<file path="src/core/extint_map.svh">
/*
  Register offsets, field positions and reset values of the external
  interrupt front end. Assumes a byte-addressed AXI4-Lite slave with 32-bit data.
*/
`ifndef EXTINT_MAP_SVH
`define EXTINT_MAP_SVH
`define NMC_OFS 8'h00
`define ERC_OFS 8'h04
`define PRP_OFS 8'h08
`define PRE_OFS 8'h0c
`define ERF_OFS 8'h10
`define NMC_LEVEL_BIT 15
`define NMC_EDGE_BIT 8
`define ERC_MASK_BIT 15
`define ERC_LVLSEL_BIT 14
`define ERC_BLKOVR_BIT 13
`define ERC_WMASK 16'hefff
`define ERC_RESET 16'h4000
`define PRP_RESET 16'h0000
`define PRE_RESET 16'h0000
`define ERF_RESET 8'h00
`define NUM_EXT 6
`define NUM_PORT 16
`define NUM_ENC 4
`define RESP_OKAY 2'h0
`define RESP_SLVERR 2'h2
`endif

</file>
<file path="src/core/extint_pkg.sv">
/*
  Types shared by the external interrupt front end.
  Assumes extint_map.svh supplies the numeric constants.
*/
package extint_pkg;
  // two-bit sense code of one external request pin
  typedef enum logic [1:0] {
    SENSE_FALL = 2'h0,
    SENSE_RISE = 2'h1,
    SENSE_LOW = 2'h2,
    SENSE_RSVD = 2'h3
  } sense_e;
  typedef logic [1:0] resp_t;
  typedef logic [15:0] reg16_t;
endpackage

</file>
<file path="src/core/pin_sync_if.sv">
/*
  Synchronised pin levels passed from the synchroniser to the detector.
  Assumes one clock for both ends.
*/
`timescale 1ns/1ps
`default_nettype none
interface pin_sync_if #(parameter int W = 23);
  logic [W-1:0] lvl;
  logic [W-1:0] prev;
  modport src (output lvl, output prev);
  modport dst (input lvl, input prev);
endinterface
`default_nettype wire

</file>
<file path="src/core/extint_detect.sv">
/*
  External interrupt front end: non-maskable input edge, global mask,
  six sensed request pins (or a 4-bit encoded level), sixteen port pins,
  pending flags, all behind an AXI4-Lite slave.
  Assumes pins are asynchronous, cpu_block_bit is on aclk, and a
  priority stage downstream consumes the request outputs.
*/
// The implementer's own choices: the AXI4-Lite register port and the placing of the registers.
`timescale 1ns/1ps
`default_nettype none
`include "extint_map.svh"

module extint_detect (
  input wire logic aclk,
  input wire logic aresetn,
  input wire logic [7:0] s_axi_awaddr,
  input wire logic s_axi_awvalid,
  output logic s_axi_awready,
  input wire logic [31:0] s_axi_wdata,
  input wire logic [3:0] s_axi_wstrb,
  input wire logic s_axi_wvalid,
  output logic s_axi_wready,
  output extint_pkg::resp_t s_axi_bresp,
  output logic s_axi_bvalid,
  input wire logic s_axi_bready,
  input wire logic [7:0] s_axi_araddr,
  input wire logic s_axi_arvalid,
  output logic s_axi_arready,
  output logic [31:0] s_axi_rdata,
  output extint_pkg::resp_t s_axi_rresp,
  output logic s_axi_rvalid,
  input wire logic s_axi_rready,
  input wire logic nonmaskable_pin,
  input wire logic [5:0] external_request_pins,
  input wire logic [15:0] port_interrupt_pins,
  input wire logic cpu_block_bit,
  output logic nmi_request,
  output logic [5:0] ext_request_out,
  output logic [3:0] encoded_level_out,
  output logic [1:0] port_group_out,
  output logic block_all_out
);
  import extint_pkg::*;

  localparam int NP = 1 + `NUM_EXT + `NUM_PORT;

  pin_sync_if #(.W(NP)) ps ();
  logic nmi_lvl;
  logic nmi_prev;
  logic [5:0] ext_lvl;
  logic [5:0] ext_prev;
  logic [15:0] port_lvl;

  pin_sync #(.W(NP)) u_sync (
    .aclk(aclk),
    .aresetn(aresetn),
    .pins({port_interrupt_pins, external_request_pins, nonmaskable_pin}),
    .sync(ps)
  );

  assign nmi_lvl = ps.lvl[0];
  assign nmi_prev = ps.prev[0];
  assign ext_lvl = ps.lvl[6:1];
  assign ext_prev = ps.prev[6:1];
  assign port_lvl = ps.lvl[NP-1:7];

  // registers
  logic edge_sel_ff, nxt_edge_sel;
  reg16_t erc_ff, nxt_erc;
  reg16_t prp_ff, nxt_prp;
  reg16_t pre_ff, nxt_pre;
  logic [5:0] flag_ff, nxt_flag;
  logic [1:0] grp_ff, nxt_grp;
  logic awready_ff, nxt_awready;
  logic bvalid_ff, nxt_bvalid;
  resp_t bresp_ff, nxt_bresp;
  logic arready_ff, nxt_arready;
  logic rvalid_ff, nxt_rvalid;
  resp_t rresp_ff, nxt_rresp;
  logic [31:0] rdata_ff, nxt_rdata;
  logic nmi_req_ff, nxt_nmi_req;
  logic [5:0] ext_out_ff, nxt_ext_out;
  logic [3:0] enc_out_ff, nxt_enc_out;
  logic [1:0] grp_out_ff, nxt_grp_out;
  logic block_ff, nxt_block;

  logic wr_en;
  logic [15:0] lane_mask;
  logic wr_flags;
  logic mask_bit;
  logic lvl_sel;
  logic blk_ovr;
  logic nmi_edge;
  logic nmi_ok;
  logic block_all;
  logic [5:0] edge_hit;
  logic [5:0] low_mode;
  logic [5:0] encoded;
  logic [15:0] port_hit;

  assign mask_bit = erc_ff[`ERC_MASK_BIT];
  assign lvl_sel = erc_ff[`ERC_LVLSEL_BIT];
  assign blk_ovr = erc_ff[`ERC_BLKOVR_BIT];
  // write is committed on the edge where awready/wready are high
  assign wr_en = awready_ff;
  assign lane_mask = {{8{s_axi_wstrb[1]}}, {8{s_axi_wstrb[0]}}};
  assign wr_flags = wr_en && s_axi_awaddr == `ERF_OFS && s_axi_wstrb[0];

  // non-maskable edge, masking and global block
  always_comb begin
    nmi_edge = edge_sel_ff ? (nmi_lvl && !nmi_prev)
                           : (!nmi_lvl && nmi_prev);
    nmi_ok = !mask_bit && (!cpu_block_bit || blk_ovr);
    block_all = mask_bit && !nmi_lvl;
  end

  // per-pin sense decode; encoded mode takes pins 0..3 away from flags
  for (genvar i = 0; i < `NUM_EXT; i++) begin : g_sense
    sense_e sense;
    assign sense = sense_e'(erc_ff[2*i+1:2*i]);
    assign encoded[i] = lvl_sel && (i < `NUM_ENC);
    assign low_mode[i] = sense == SENSE_LOW;
    assign edge_hit[i] = (sense == SENSE_FALL && !ext_lvl[i] && ext_prev[i]) ||
                         (sense == SENSE_RISE && ext_lvl[i] && !ext_prev[i]);
  end

  // port pins: level compare, then enable gate
  assign port_hit = ~(port_lvl ^ prp_ff) & pre_ff;

  // flag next values; hardware set beats a software clear
  always_comb begin
    nxt_flag = flag_ff;
    for (int i = 0; i < `NUM_EXT; i++) begin
      if (encoded[i]) begin
        nxt_flag[i] = 1'b0;
      end else if (low_mode[i]) begin
        nxt_flag[i] = !ext_lvl[i];
      end else if (edge_hit[i]) begin
        nxt_flag[i] = 1'b1;
      end else if (wr_flags && !s_axi_wdata[i]) begin
        nxt_flag[i] = 1'b0;
      end
    end
    nxt_grp = {|port_hit[15:8], |port_hit[7:0]};
  end

  // control register writes, lane by lane
  always_comb begin
    nxt_edge_sel = edge_sel_ff;
    nxt_erc = erc_ff;
    nxt_prp = prp_ff;
    nxt_pre = pre_ff;
    if (wr_en) begin
      unique case (s_axi_awaddr)
        `NMC_OFS: begin
          if (s_axi_wstrb[1]) begin
            nxt_edge_sel = s_axi_wdata[`NMC_EDGE_BIT];
          end
        end
        `ERC_OFS: begin
          nxt_erc = (erc_ff & ~lane_mask) | (s_axi_wdata[15:0] & lane_mask & `ERC_WMASK);
        end
        `PRP_OFS: begin
          nxt_prp = (prp_ff & ~lane_mask) | (s_axi_wdata[15:0] & lane_mask);
        end
        `PRE_OFS: begin
          nxt_pre = (pre_ff & ~lane_mask) | (s_axi_wdata[15:0] & lane_mask);
        end
        default: begin
        end
      endcase
    end
  end

  // write channel: take address and data together, answer one cycle later
  always_comb begin
    nxt_awready = s_axi_awvalid && s_axi_wvalid && !awready_ff && !bvalid_ff;
    nxt_bvalid = bvalid_ff;
    nxt_bresp = bresp_ff;
    if (wr_en) begin
      nxt_bvalid = 1'b1;
      nxt_bresp = (s_axi_awaddr[1:0] == 2'h0 && s_axi_awaddr <= `ERF_OFS) ?
                  `RESP_OKAY : `RESP_SLVERR;
    end else if (bvalid_ff && s_axi_bready) begin
      nxt_bvalid = 1'b0;
    end
  end

  // read channel; unmapped reads return zero with a slave error
  always_comb begin
    nxt_arready = s_axi_arvalid && !arready_ff && !rvalid_ff;
    nxt_rvalid = rvalid_ff;
    nxt_rdata = rdata_ff;
    nxt_rresp = rresp_ff;
    if (arready_ff) begin
      nxt_rvalid = 1'b1;
      nxt_rresp = `RESP_OKAY;
      nxt_rdata = 32'h0;
      unique case (s_axi_araddr)
        `NMC_OFS: begin
          nxt_rdata[`NMC_LEVEL_BIT] = nmi_lvl;
          nxt_rdata[`NMC_EDGE_BIT] = edge_sel_ff;
        end
        `ERC_OFS: nxt_rdata[15:0] = erc_ff;
        `PRP_OFS: nxt_rdata[15:0] = prp_ff;
        `PRE_OFS: nxt_rdata[15:0] = pre_ff;
        `ERF_OFS: nxt_rdata[7:0] = {grp_ff[0], grp_ff[1], flag_ff};
        default: nxt_rresp = `RESP_SLVERR;
      endcase
    end else if (rvalid_ff && s_axi_rready) begin
      nxt_rvalid = 1'b0;
    end
  end

  // request outputs toward the priority stage; request, encoded and group outputs gated by the global block, the non-maskable one by the mask bit
  always_comb begin
    nxt_block = block_all;
    nxt_nmi_req = nmi_edge && nmi_ok;
    nxt_ext_out = block_all ? 6'h0 : flag_ff;
    nxt_enc_out = (block_all || !lvl_sel) ? 4'h0 : ~ext_lvl[3:0];
    nxt_grp_out = block_all ? 2'h0 : grp_ff;
  end

  // standby is not modelled as a reset: only aresetn clears state
  always_ff @(posedge aclk) begin
    if (!aresetn) begin
      edge_sel_ff <= 1'b0;
      erc_ff <= `ERC_RESET;
      prp_ff <= `PRP_RESET;
      pre_ff <= `PRE_RESET;
      {grp_ff, flag_ff} <= `ERF_RESET;
      awready_ff <= 1'b0;
      bvalid_ff <= 1'b0;
      bresp_ff <= `RESP_OKAY;
      arready_ff <= 1'b0;
      rvalid_ff <= 1'b0;
      rresp_ff <= `RESP_OKAY;
      rdata_ff <= 32'h0;
      nmi_req_ff <= 1'b0;
      ext_out_ff <= 6'h0;
      enc_out_ff <= 4'h0;
      grp_out_ff <= 2'h0;
      block_ff <= 1'b0;
    end else begin
      edge_sel_ff <= nxt_edge_sel;
      erc_ff <= nxt_erc;
      prp_ff <= nxt_prp;
      pre_ff <= nxt_pre;
      flag_ff <= nxt_flag;
      grp_ff <= nxt_grp;
      awready_ff <= nxt_awready;
      bvalid_ff <= nxt_bvalid;
      bresp_ff <= nxt_bresp;
      arready_ff <= nxt_arready;
      rvalid_ff <= nxt_rvalid;
      rresp_ff <= nxt_rresp;
      rdata_ff <= nxt_rdata;
      nmi_req_ff <= nxt_nmi_req;
      ext_out_ff <= nxt_ext_out;
      enc_out_ff <= nxt_enc_out;
      grp_out_ff <= nxt_grp_out;
      block_ff <= nxt_block;
    end
  end

  assign s_axi_awready = awready_ff;
  assign s_axi_wready = awready_ff;
  assign s_axi_bvalid = bvalid_ff;
  assign s_axi_bresp = bresp_ff;
  assign s_axi_arready = arready_ff;
  assign s_axi_rvalid = rvalid_ff;
  assign s_axi_rresp = rresp_ff;
  assign s_axi_rdata = rdata_ff;
  assign nmi_request = nmi_req_ff;
  assign ext_request_out = ext_out_ff;
  assign encoded_level_out = enc_out_ff;
  assign port_group_out = grp_out_ff;
  assign block_all_out = block_ff;

  logic rd_nmc;
  logic rd_erf;
  assign rd_nmc = arready_ff && s_axi_araddr == `NMC_OFS;
  assign rd_erf = arready_ff && s_axi_araddr == `ERF_OFS;

  // request output trails the flag by one register stage
  for (genvar i = 0; i < `NUM_EXT; i++) begin : g_chk

  end
endmodule
`default_nettype wire

</file>
<file path="src/core/pin_sync.sv">
/*
  Two-stage synchroniser for asynchronous pins, plus one delayed copy for
  edge detection. Assumes pins are asynchronous to aclk.
*/
`timescale 1ns/1ps
`default_nettype none
module pin_sync #(
  parameter int W = 23
) (
  input wire logic aclk,
  input wire logic aresetn,
  input wire logic [W-1:0] pins,
  pin_sync_if.src sync
);
  logic [W-1:0] meta_ff;
  logic [W-1:0] lvl_ff;
  logic [W-1:0] prev_ff;
  logic [W-1:0] nxt_meta;
  logic [W-1:0] nxt_lvl;
  logic [W-1:0] nxt_prev;

  // first stage feeds only the second stage
  always_comb begin
    nxt_meta = pins;
    nxt_lvl = meta_ff;
    nxt_prev = lvl_ff;
  end

  // reset to high: idle level of active-low pins, so no false edge
  always_ff @(posedge aclk) begin
    if (!aresetn) begin
      meta_ff <= '1;
      lvl_ff <= '1;
      prev_ff <= '1;
    end else begin
      meta_ff <= nxt_meta;
      lvl_ff <= nxt_lvl;
      prev_ff <= nxt_prev;
    end
  end

  assign sync.lvl = lvl_ff;
  assign sync.prev = prev_ff;
endmodule
`default_nettype wire

</file>
<file path="config.mk">
export PLATFORM = sky130hd
export DESIGN_NAME = extint_detect
export DESIGN_NICKNAME = d
export VERILOG_FILES = /design/src/core/extint_pkg.sv /design/src/core/pin_sync_if.sv /design/src/core/extint_detect.sv /design/src/core/pin_sync.sv
export VERILOG_INCLUDE_DIRS = /design/src /design/src/core
export SDC_FILE = /design/constraint.sdc
export NUM_CORES = 1
export LEC_CHECK = 0
export ABC_CLOCK_PERIOD_IN_PS = 1550
export BUFFER_PORTS_ARGS = -buffer_cell sky130_fd_sc_hd__buf_2
export CAP_MARGIN = 20
export CORE_MARGIN = 2
export CORE_UTILIZATION = 48
export DETAILED_ROUTE_END_ITERATION = 16
export PLACE_DENSITY = 0.81
export SYNTH_ARGS = -nofsm -noshare
export SYNTH_HDL_FRONTEND = slang
export SYNTH_SLANG_ARGS = --single-unit
</file>
<file path="constraint.sdc">
create_clock -name aclk -period 1.55 [get_ports aclk]
set_input_delay 0.155 -clock aclk [delete_from_list [all_inputs] [get_ports aclk]]
set_output_delay 0.155 -clock aclk [all_outputs]
set_load 0.02 [all_outputs]
</file>
==> results of run 1 <==
[stage by stage]
| step | TNS [ns] | instances |
|---|---|---|
| 2_1_floorplan | 0 | 577 |
| 3_3_place_gp | 0 | 796 |
| 3_5_place_dp | -0.00222 | 796 |
| 4_1_cts | 0 | 858 |
| 5_1_grt | 0 | 859 |
| 6_report | 0 | 860 |
[report_power, final]
| part | total [uW] | internal (uW) | switching [uW] |
|---|---|---|---|
| Clock | 4390 | 2760 | 1630 |
| Sequential | 3870 | 3830 | 36.6 |
| Combinational | 510 | 234 | 276 |
[cell families (layout without fill, tap and decap cells)]
logic type	after synthesis	count (layout)	share of synthesized area, %
xor+xnor	16	16	2.53
other cells	1	19	0.0678
buf+inv	58	197	5.34
mux	34	34	6.90
simple gates	207	207	20.4
compound gates	98	98	11.9
flops	146	146	52.9
[synth_stat cells (5+ instances only)]
library cell / instances
buf_4: 19
o221ai_1: 6
nor2_1: 54
nand2_1: 29
nand4b_1: 7
inv_1: 11
nand2b_1: 56
dfxtp_1: 146
buf_1: 7
nor3_1: 7
and2_1: 13
a31o_2: 11
mux2i_1: 19
xnor2_1: 16
nand3_1: 19
clkbuf_1: 16
o21ai_0: 28
a221o_1: 7
buf_2: 5
a22oi_1: 21
mux2_2: 13
a21oi_1: 18
[per-layer routing]
layer / vias to the layer above / global-route usage (%) / routed length (um)
met5: - / 0 / 0
met4: 0 / 11.1 / 349
met3: 31 / 5.50 / 736
met2: 154 / 35.3 / 6500
met1: 2083 / 27.4 / 5870
li1: 2189 / - / -
[path summary, 6_finish.rpt]
check / start / endpoint / slack, ns / cells past startpoint
hold / removal: s_axi_arvalid / s_axi_arready / 0.01 / 2
setup / recovery: s_axi_awready / flop / 0.05 / 4
setup reg to reg: s_axi_awready / flop / 0.05 / 4
hold reg to reg: u_sync.meta_ff[17] / u_sync.sync.lvl[17] / 0.40 / 1
[area by class of cell]
class                      count  area, um^2
fill                         925        4120
sequential                   146        2920
multi-input combinational    373        2390
timing repair buffer         154        1020
clock buffer                  18         439
clock inverter                14         201
tap                          143         179
inverter                      11        41.3
antenna                        1        2.50
[repair_timing]
action | CTS | global route
endpoints found under the setup margin | 1 | 17
gates resized for setup | 1 | 3
pin swaps | 0 | 1
buffers inserted | 0 | 1
hold endpoints to repair | 29 | 0
hold buffers | 30 | 0
==> flow_metrics.tcl, run 1 <==
set metrics [dict create \
    die_y_um 111 \
    start_util_pct 48.9 \
    design.die.area_um2 12400 \
    finalCriticalPeriod_ns 1.50 \
    required_ns 1.86 \
    status "completed" \
    hold_path_class "input pin to flop" \
    pre_cts_slack_ns -0.00222 \
    vdd_drop_max_uv 714 \
    drc 0 \
    worst_clock_skew_ns 0.00514 \
    hpwl_mm 9.04 \
    synthArstFlopShare_pct 0 \
    ys_seq_area_share_pct 52.9 \
    clkTransAtPathRegs_ns 0.06 \
    fin_hold_ws_ns 0.0135 \
    yosysTopAreaCell "dfxtp_1" \
    critPathSlowestCell "dfxtp_2" \
    synth-seq-cells 146 \
    yosys_warnings 0 \
    hold_viol 0 \
    vias_per_cell 5.18 \
    utilization_pct 63.6 \
    rows 39 \
    syn_area_per_cell_um2 9.88 \
    wire_per_inst_um 15.6 \
    synthDistinctLibCells 40 \
    worst_ep_arrival_time_ns 1.81 \
    track_usage_pct 21.9 \
    grt_pass1_vias 4463 \
    setup_violations 0 \
    final_nets 786 \
    timing.final.crit_share_pct 96.7 \
    final-max-slew-violation-count 0 \
    startpoint_type "flop" \
    worst_slack_ns 0.0511 \
    worstPathCellList "and4bb_2 -> nand4_1 -> buf_4 -> a31o_2" \
    cts_sinks 146 \
    io_pins 138 \
    crit_type "flop to flop" \
    critPathBufInv 1 \
    place_congestion 0.872 \
    synth_area_um2 5530 \
    ant_nets 0 \
    clk_latency_ns 0.42 \
    io_buffers 101 \
    wl_mm 13.5 \
    worstSetupEndpointType "flop" \
    fmax_ghz 0.667 \
    synth_area_leaders "dfxtp_1, nand2b_1, nor2_1" \
    critPathTopFamily "simple AND/OR/NAND/NOR gates" \
    synth-main-ff-cell "dfxtp_1" \
    final_cell_mix "dfxtp_1, buf_2, nand2b_1, nor2_1, dlygate4sd3_1" \
    power_density_nw_per_um2 1220 \
    rsz0062_at_grt "no" \
    grt_max_degree 104 \
    clockBufferDepth 2 \
    cts_made_buffers 17 \
    yosys.area.top_type_share_pct 52.9 \
    clockRootBuffer "clkbuf_16" \
    cts_tree "built" \
    tightestPinTransition_ns 0.556 \
    path_max_fanout 16 \
    placed_cell_area_um2 6230 \
    antenna_found_initial 0 \
    stdcell_area_um2 7200 \
    htreeDepth 4 \
    coreArea_um2 11300 \
    num_vias 4457 \
    drt_pre_antenna_iters 4 \
    p_total_uw 8760 \
    p_leak_uw 0.00309 \
    drv_cap 0 \
    slew_headroom_pct 62.9 \
    synth_edf_count 0 \
    drive_gt1_share_pct 26.4 \
    layout_commonest_cell "dfxtp_1" \
    synthCells 560 \
    detail_route.iter0.violations 271 \
    grt-ovfl-total 0 \
    area_growth_pct 30.2 \
    die-width_um 111 \
    critPathMaxStageDelay_ns 0.42 \
    grt_pass1_wl_mm 21.7 \
]
No activity file was read; power rests on OpenSTA's default activity.
==> run 2, diff against run 1 <==
--- a/config.mk
+++ b/config.mk
@@ -6,11 +6,12 @@
 export SDC_FILE = /design/constraint.sdc
 export NUM_CORES = 1
 export LEC_CHECK = 0
+export ABC_AREA = 1
 export ABC_CLOCK_PERIOD_IN_PS = 1550
 export BUFFER_PORTS_ARGS = -buffer_cell sky130_fd_sc_hd__buf_2
 export CAP_MARGIN = 20
 export CORE_MARGIN = 2
-export CORE_UTILIZATION = 48
+export CORE_UTILIZATION = 49
 export DETAILED_ROUTE_END_ITERATION = 16
 export PLACE_DENSITY = 0.81
 export SYNTH_ARGS = -nofsm -noshare
==> run 2 against run 1 <==
- first-iteration DRC count grew 86%
- sequential cell count is the same
- core utilization shrank 1.4 points
- die area grew 10%
- cell count grew 34%
- critical path depth shrank 2
- worst setup slack gained 0.15 ns
- area after synthesis grew 13%
- non-clock buffer count shrank 6
- count of clock-buffer cells in the layout grew 2
- via count grew 27%
==> flow_metrics.tcl, run 2 <==
set metrics [dict create \
    status "completed" \
    drive_gt1_share_pct 23.2 \
    cts_sinks 146 \
    clockBufferDepth 2 \
    synth_area_leaders "dfxtp_1, nand2_1, nand3_1" \
    io_pins 138 \
    num_vias 5653 \
    clkTransAtPathRegs_ns 0.06 \
    grt_max_degree 59 \
    postCtsResizedCells 0 \
    drt_pre_antenna_iters 7 \
    rsz0062_at_grt "no" \
    multi_input_area_um2 2720 \
    p_leak_uw 0.00376 \
    die_y_um 117 \
    synthCells 834 \
    grt-ovfl-total 0 \
    synthDistinctLibCells 33 \
    cts_made_buffers 17 \
    nFillCells 1126 \
    drc 0 \
    setup_tns_ns 0 \
    rows 41 \
    startpoint_type "flop" \
    cts_tree "built" \
    ant_nets 0 \
    coreArea_um2 12500 \
    final_cell_mix "nand2_1, dfxtp_1, nand3_1, nor2_1, buf_2" \
    wire_per_inst_um 13.0 \
    worstSetupEndpointType "output port" \
    cts_setup_buffers 0 \
    start_util_pct 49.9 \
    synth_edf_count 0 \
    p_total_uw 8540 \
    io_buffers 101 \
    ys_seq_area_share_pct 46.8 \
    design.die.area_um2 13700 \
    slew_headroom_pct 58.4 \
    fmax_ghz 0.740 \
    wl_mm 15.0 \
    antenna_cells 0 \
    worst_ep_arrival_time_ns 1.20 \
    yosys.area.top_type_share_pct 46.8 \
    setup_violations 0 \
    final-max-slew-violation-count 0 \
    tightestPinTransition_ns 0.624 \
    synth-seq-cells 146 \
    required_ns 1.39 \
    yosys_warnings 0 \
    detail_route.iter0.violations 504 \
    synthArstFlopShare_pct 0 \
    synth.most_common_cell "nand2_1" \
    timing.final.crit_share_pct 87.1 \
    drv_cap 0 \
    ff_latch_area_um2 2920 \
    vdd_drop_max_uv 544 \
    finalCriticalPeriod_ns 1.35 \
    htreeDepth 4 \
    die-width_um 117 \
    hold_path_class "input pin to flop" \
    crit_type "flop to output port" \
    yosys-top-cells-count "nand2_1, dfxtp_1, nand3_1, nor2_1, inv_1" \
    final_nets 1048 \
    area_growth_pct 24.7 \
    hpwl_mm 10.1 \
    grt_pass1_vias 5274 \
    clockRootBuffer "clkbuf_16" \
    layout_commonest_cell "nand2_1" \
    worst_clock_skew_ns 0.00896 \
    track_usage_pct 23.1 \
    place_congestion 0.860 \
    antenna_found_initial 0 \
    synth-main-ff-cell "dfxtp_1" \
    power_density_nw_per_um2 1100 \
    syn_area_per_cell_um2 7.49 \
    vias_per_cell 4.92 \
    hold_viol 0 \
    path_max_fanout 9 \
    yosysTopAreaCell "dfxtp_1" \
    grt_pass1_wl_mm 24.5 \
    clk_latency_ns 0.42 \
    synth_area_um2 6250 \
]
-- run 2: cell count changes in the layout (fill, tap and decap cells not counted), moves of 16 or more --
cell / previous run / this run
a22oi_1: 21 / 0
inv_1: 11 / 82
mux2i_1: 19 / 0
nand2_1: 29 / 160
nand2b_1: 56 / 0
nand3_1: 19 / 120
nor2_1: 53 / 107
or2_2: 0 / 59
xnor2_1: 16 / 0
-- run 2: final timing paths --
check,endpoint,startpoint,cells past startpoint,slack [ns]
hold reg to reg,u_sync.sync.lvl[5],u_sync.meta_ff[5],1,0.41
setup / recovery,s_axi_awready,s_axi_awready,2,0.20
hold / removal,flop,s_axi_wdata[10],3,0.009
setup reg to reg,erc_ff[12],s_axi_awready,4,0.21
-- run 2: area by class of cell --
cell class / instances / share of cell area [%]
inverters: 85 / 4.10
clock inverters: 12 / 2.01
clock buffers: 20 / 5.74
repair buffers: 148 / 13.0
well taps: 172 / 2.76
multi-input cells: 567 / 34.9
flip-flops and latches: 146 / 37.5
-- run 2: repair_timing --
item	4_1_cts	5_1_grt
hold buffers	31	0
endpoints found under the hold margin	30	0
setup endpoints to repair	0	0
-- run 2: stage by stage --
stage | hold WS [ns] | std cells | area (um^2) | utilization (%) | setup slack (ns)
floorplan | 0.260 | 851 | 6310 | - | 0.141
detailed placement | 0.343 | 1087 | 6870 | 54.9 | 0.190
global placement | 0.340 | 1087 | 6870 | 54.9 | 0.206
finish | 0.00892 | 1150 | 7790 | 62.2 | 0.199
global route | 0.00109 | 1150 | 7790 | 62.2 | 0.0756
CTS | 0.000330 | 1150 | 7790 | 62.2 | 0.166
-- run 2: worst max-delay path, cell delays in order (launching register included) --
cell	delay [ns]
dfxtp_1	0.40
buf_4	0.20
buf_2	0.17
-- run 2: where the power goes --
part           internal, uW  switching, uW
registers              3830           32.2
clock network          2580           1560
logic                   228            319
total                  6630           1910
-- run 2: cell families after synthesis --
group / Yosys count / share of synthesized area, %
buf+inv: 138 / 10.7
flops: 146 / 46.8
other cells: 1 / 0.0600
compound gates: 81 / 7.21
simple gates: 468 / 35.2
-- run 2: metal layers --
layer	up-vias	GRT usage [%]	share of wire, %
met1	2507	30.3	44
met3	31	5.56	8.2
li1	2864	-	-
met2	251	36.6	45
met5	-	0	0
met4	0	9.49	2.2
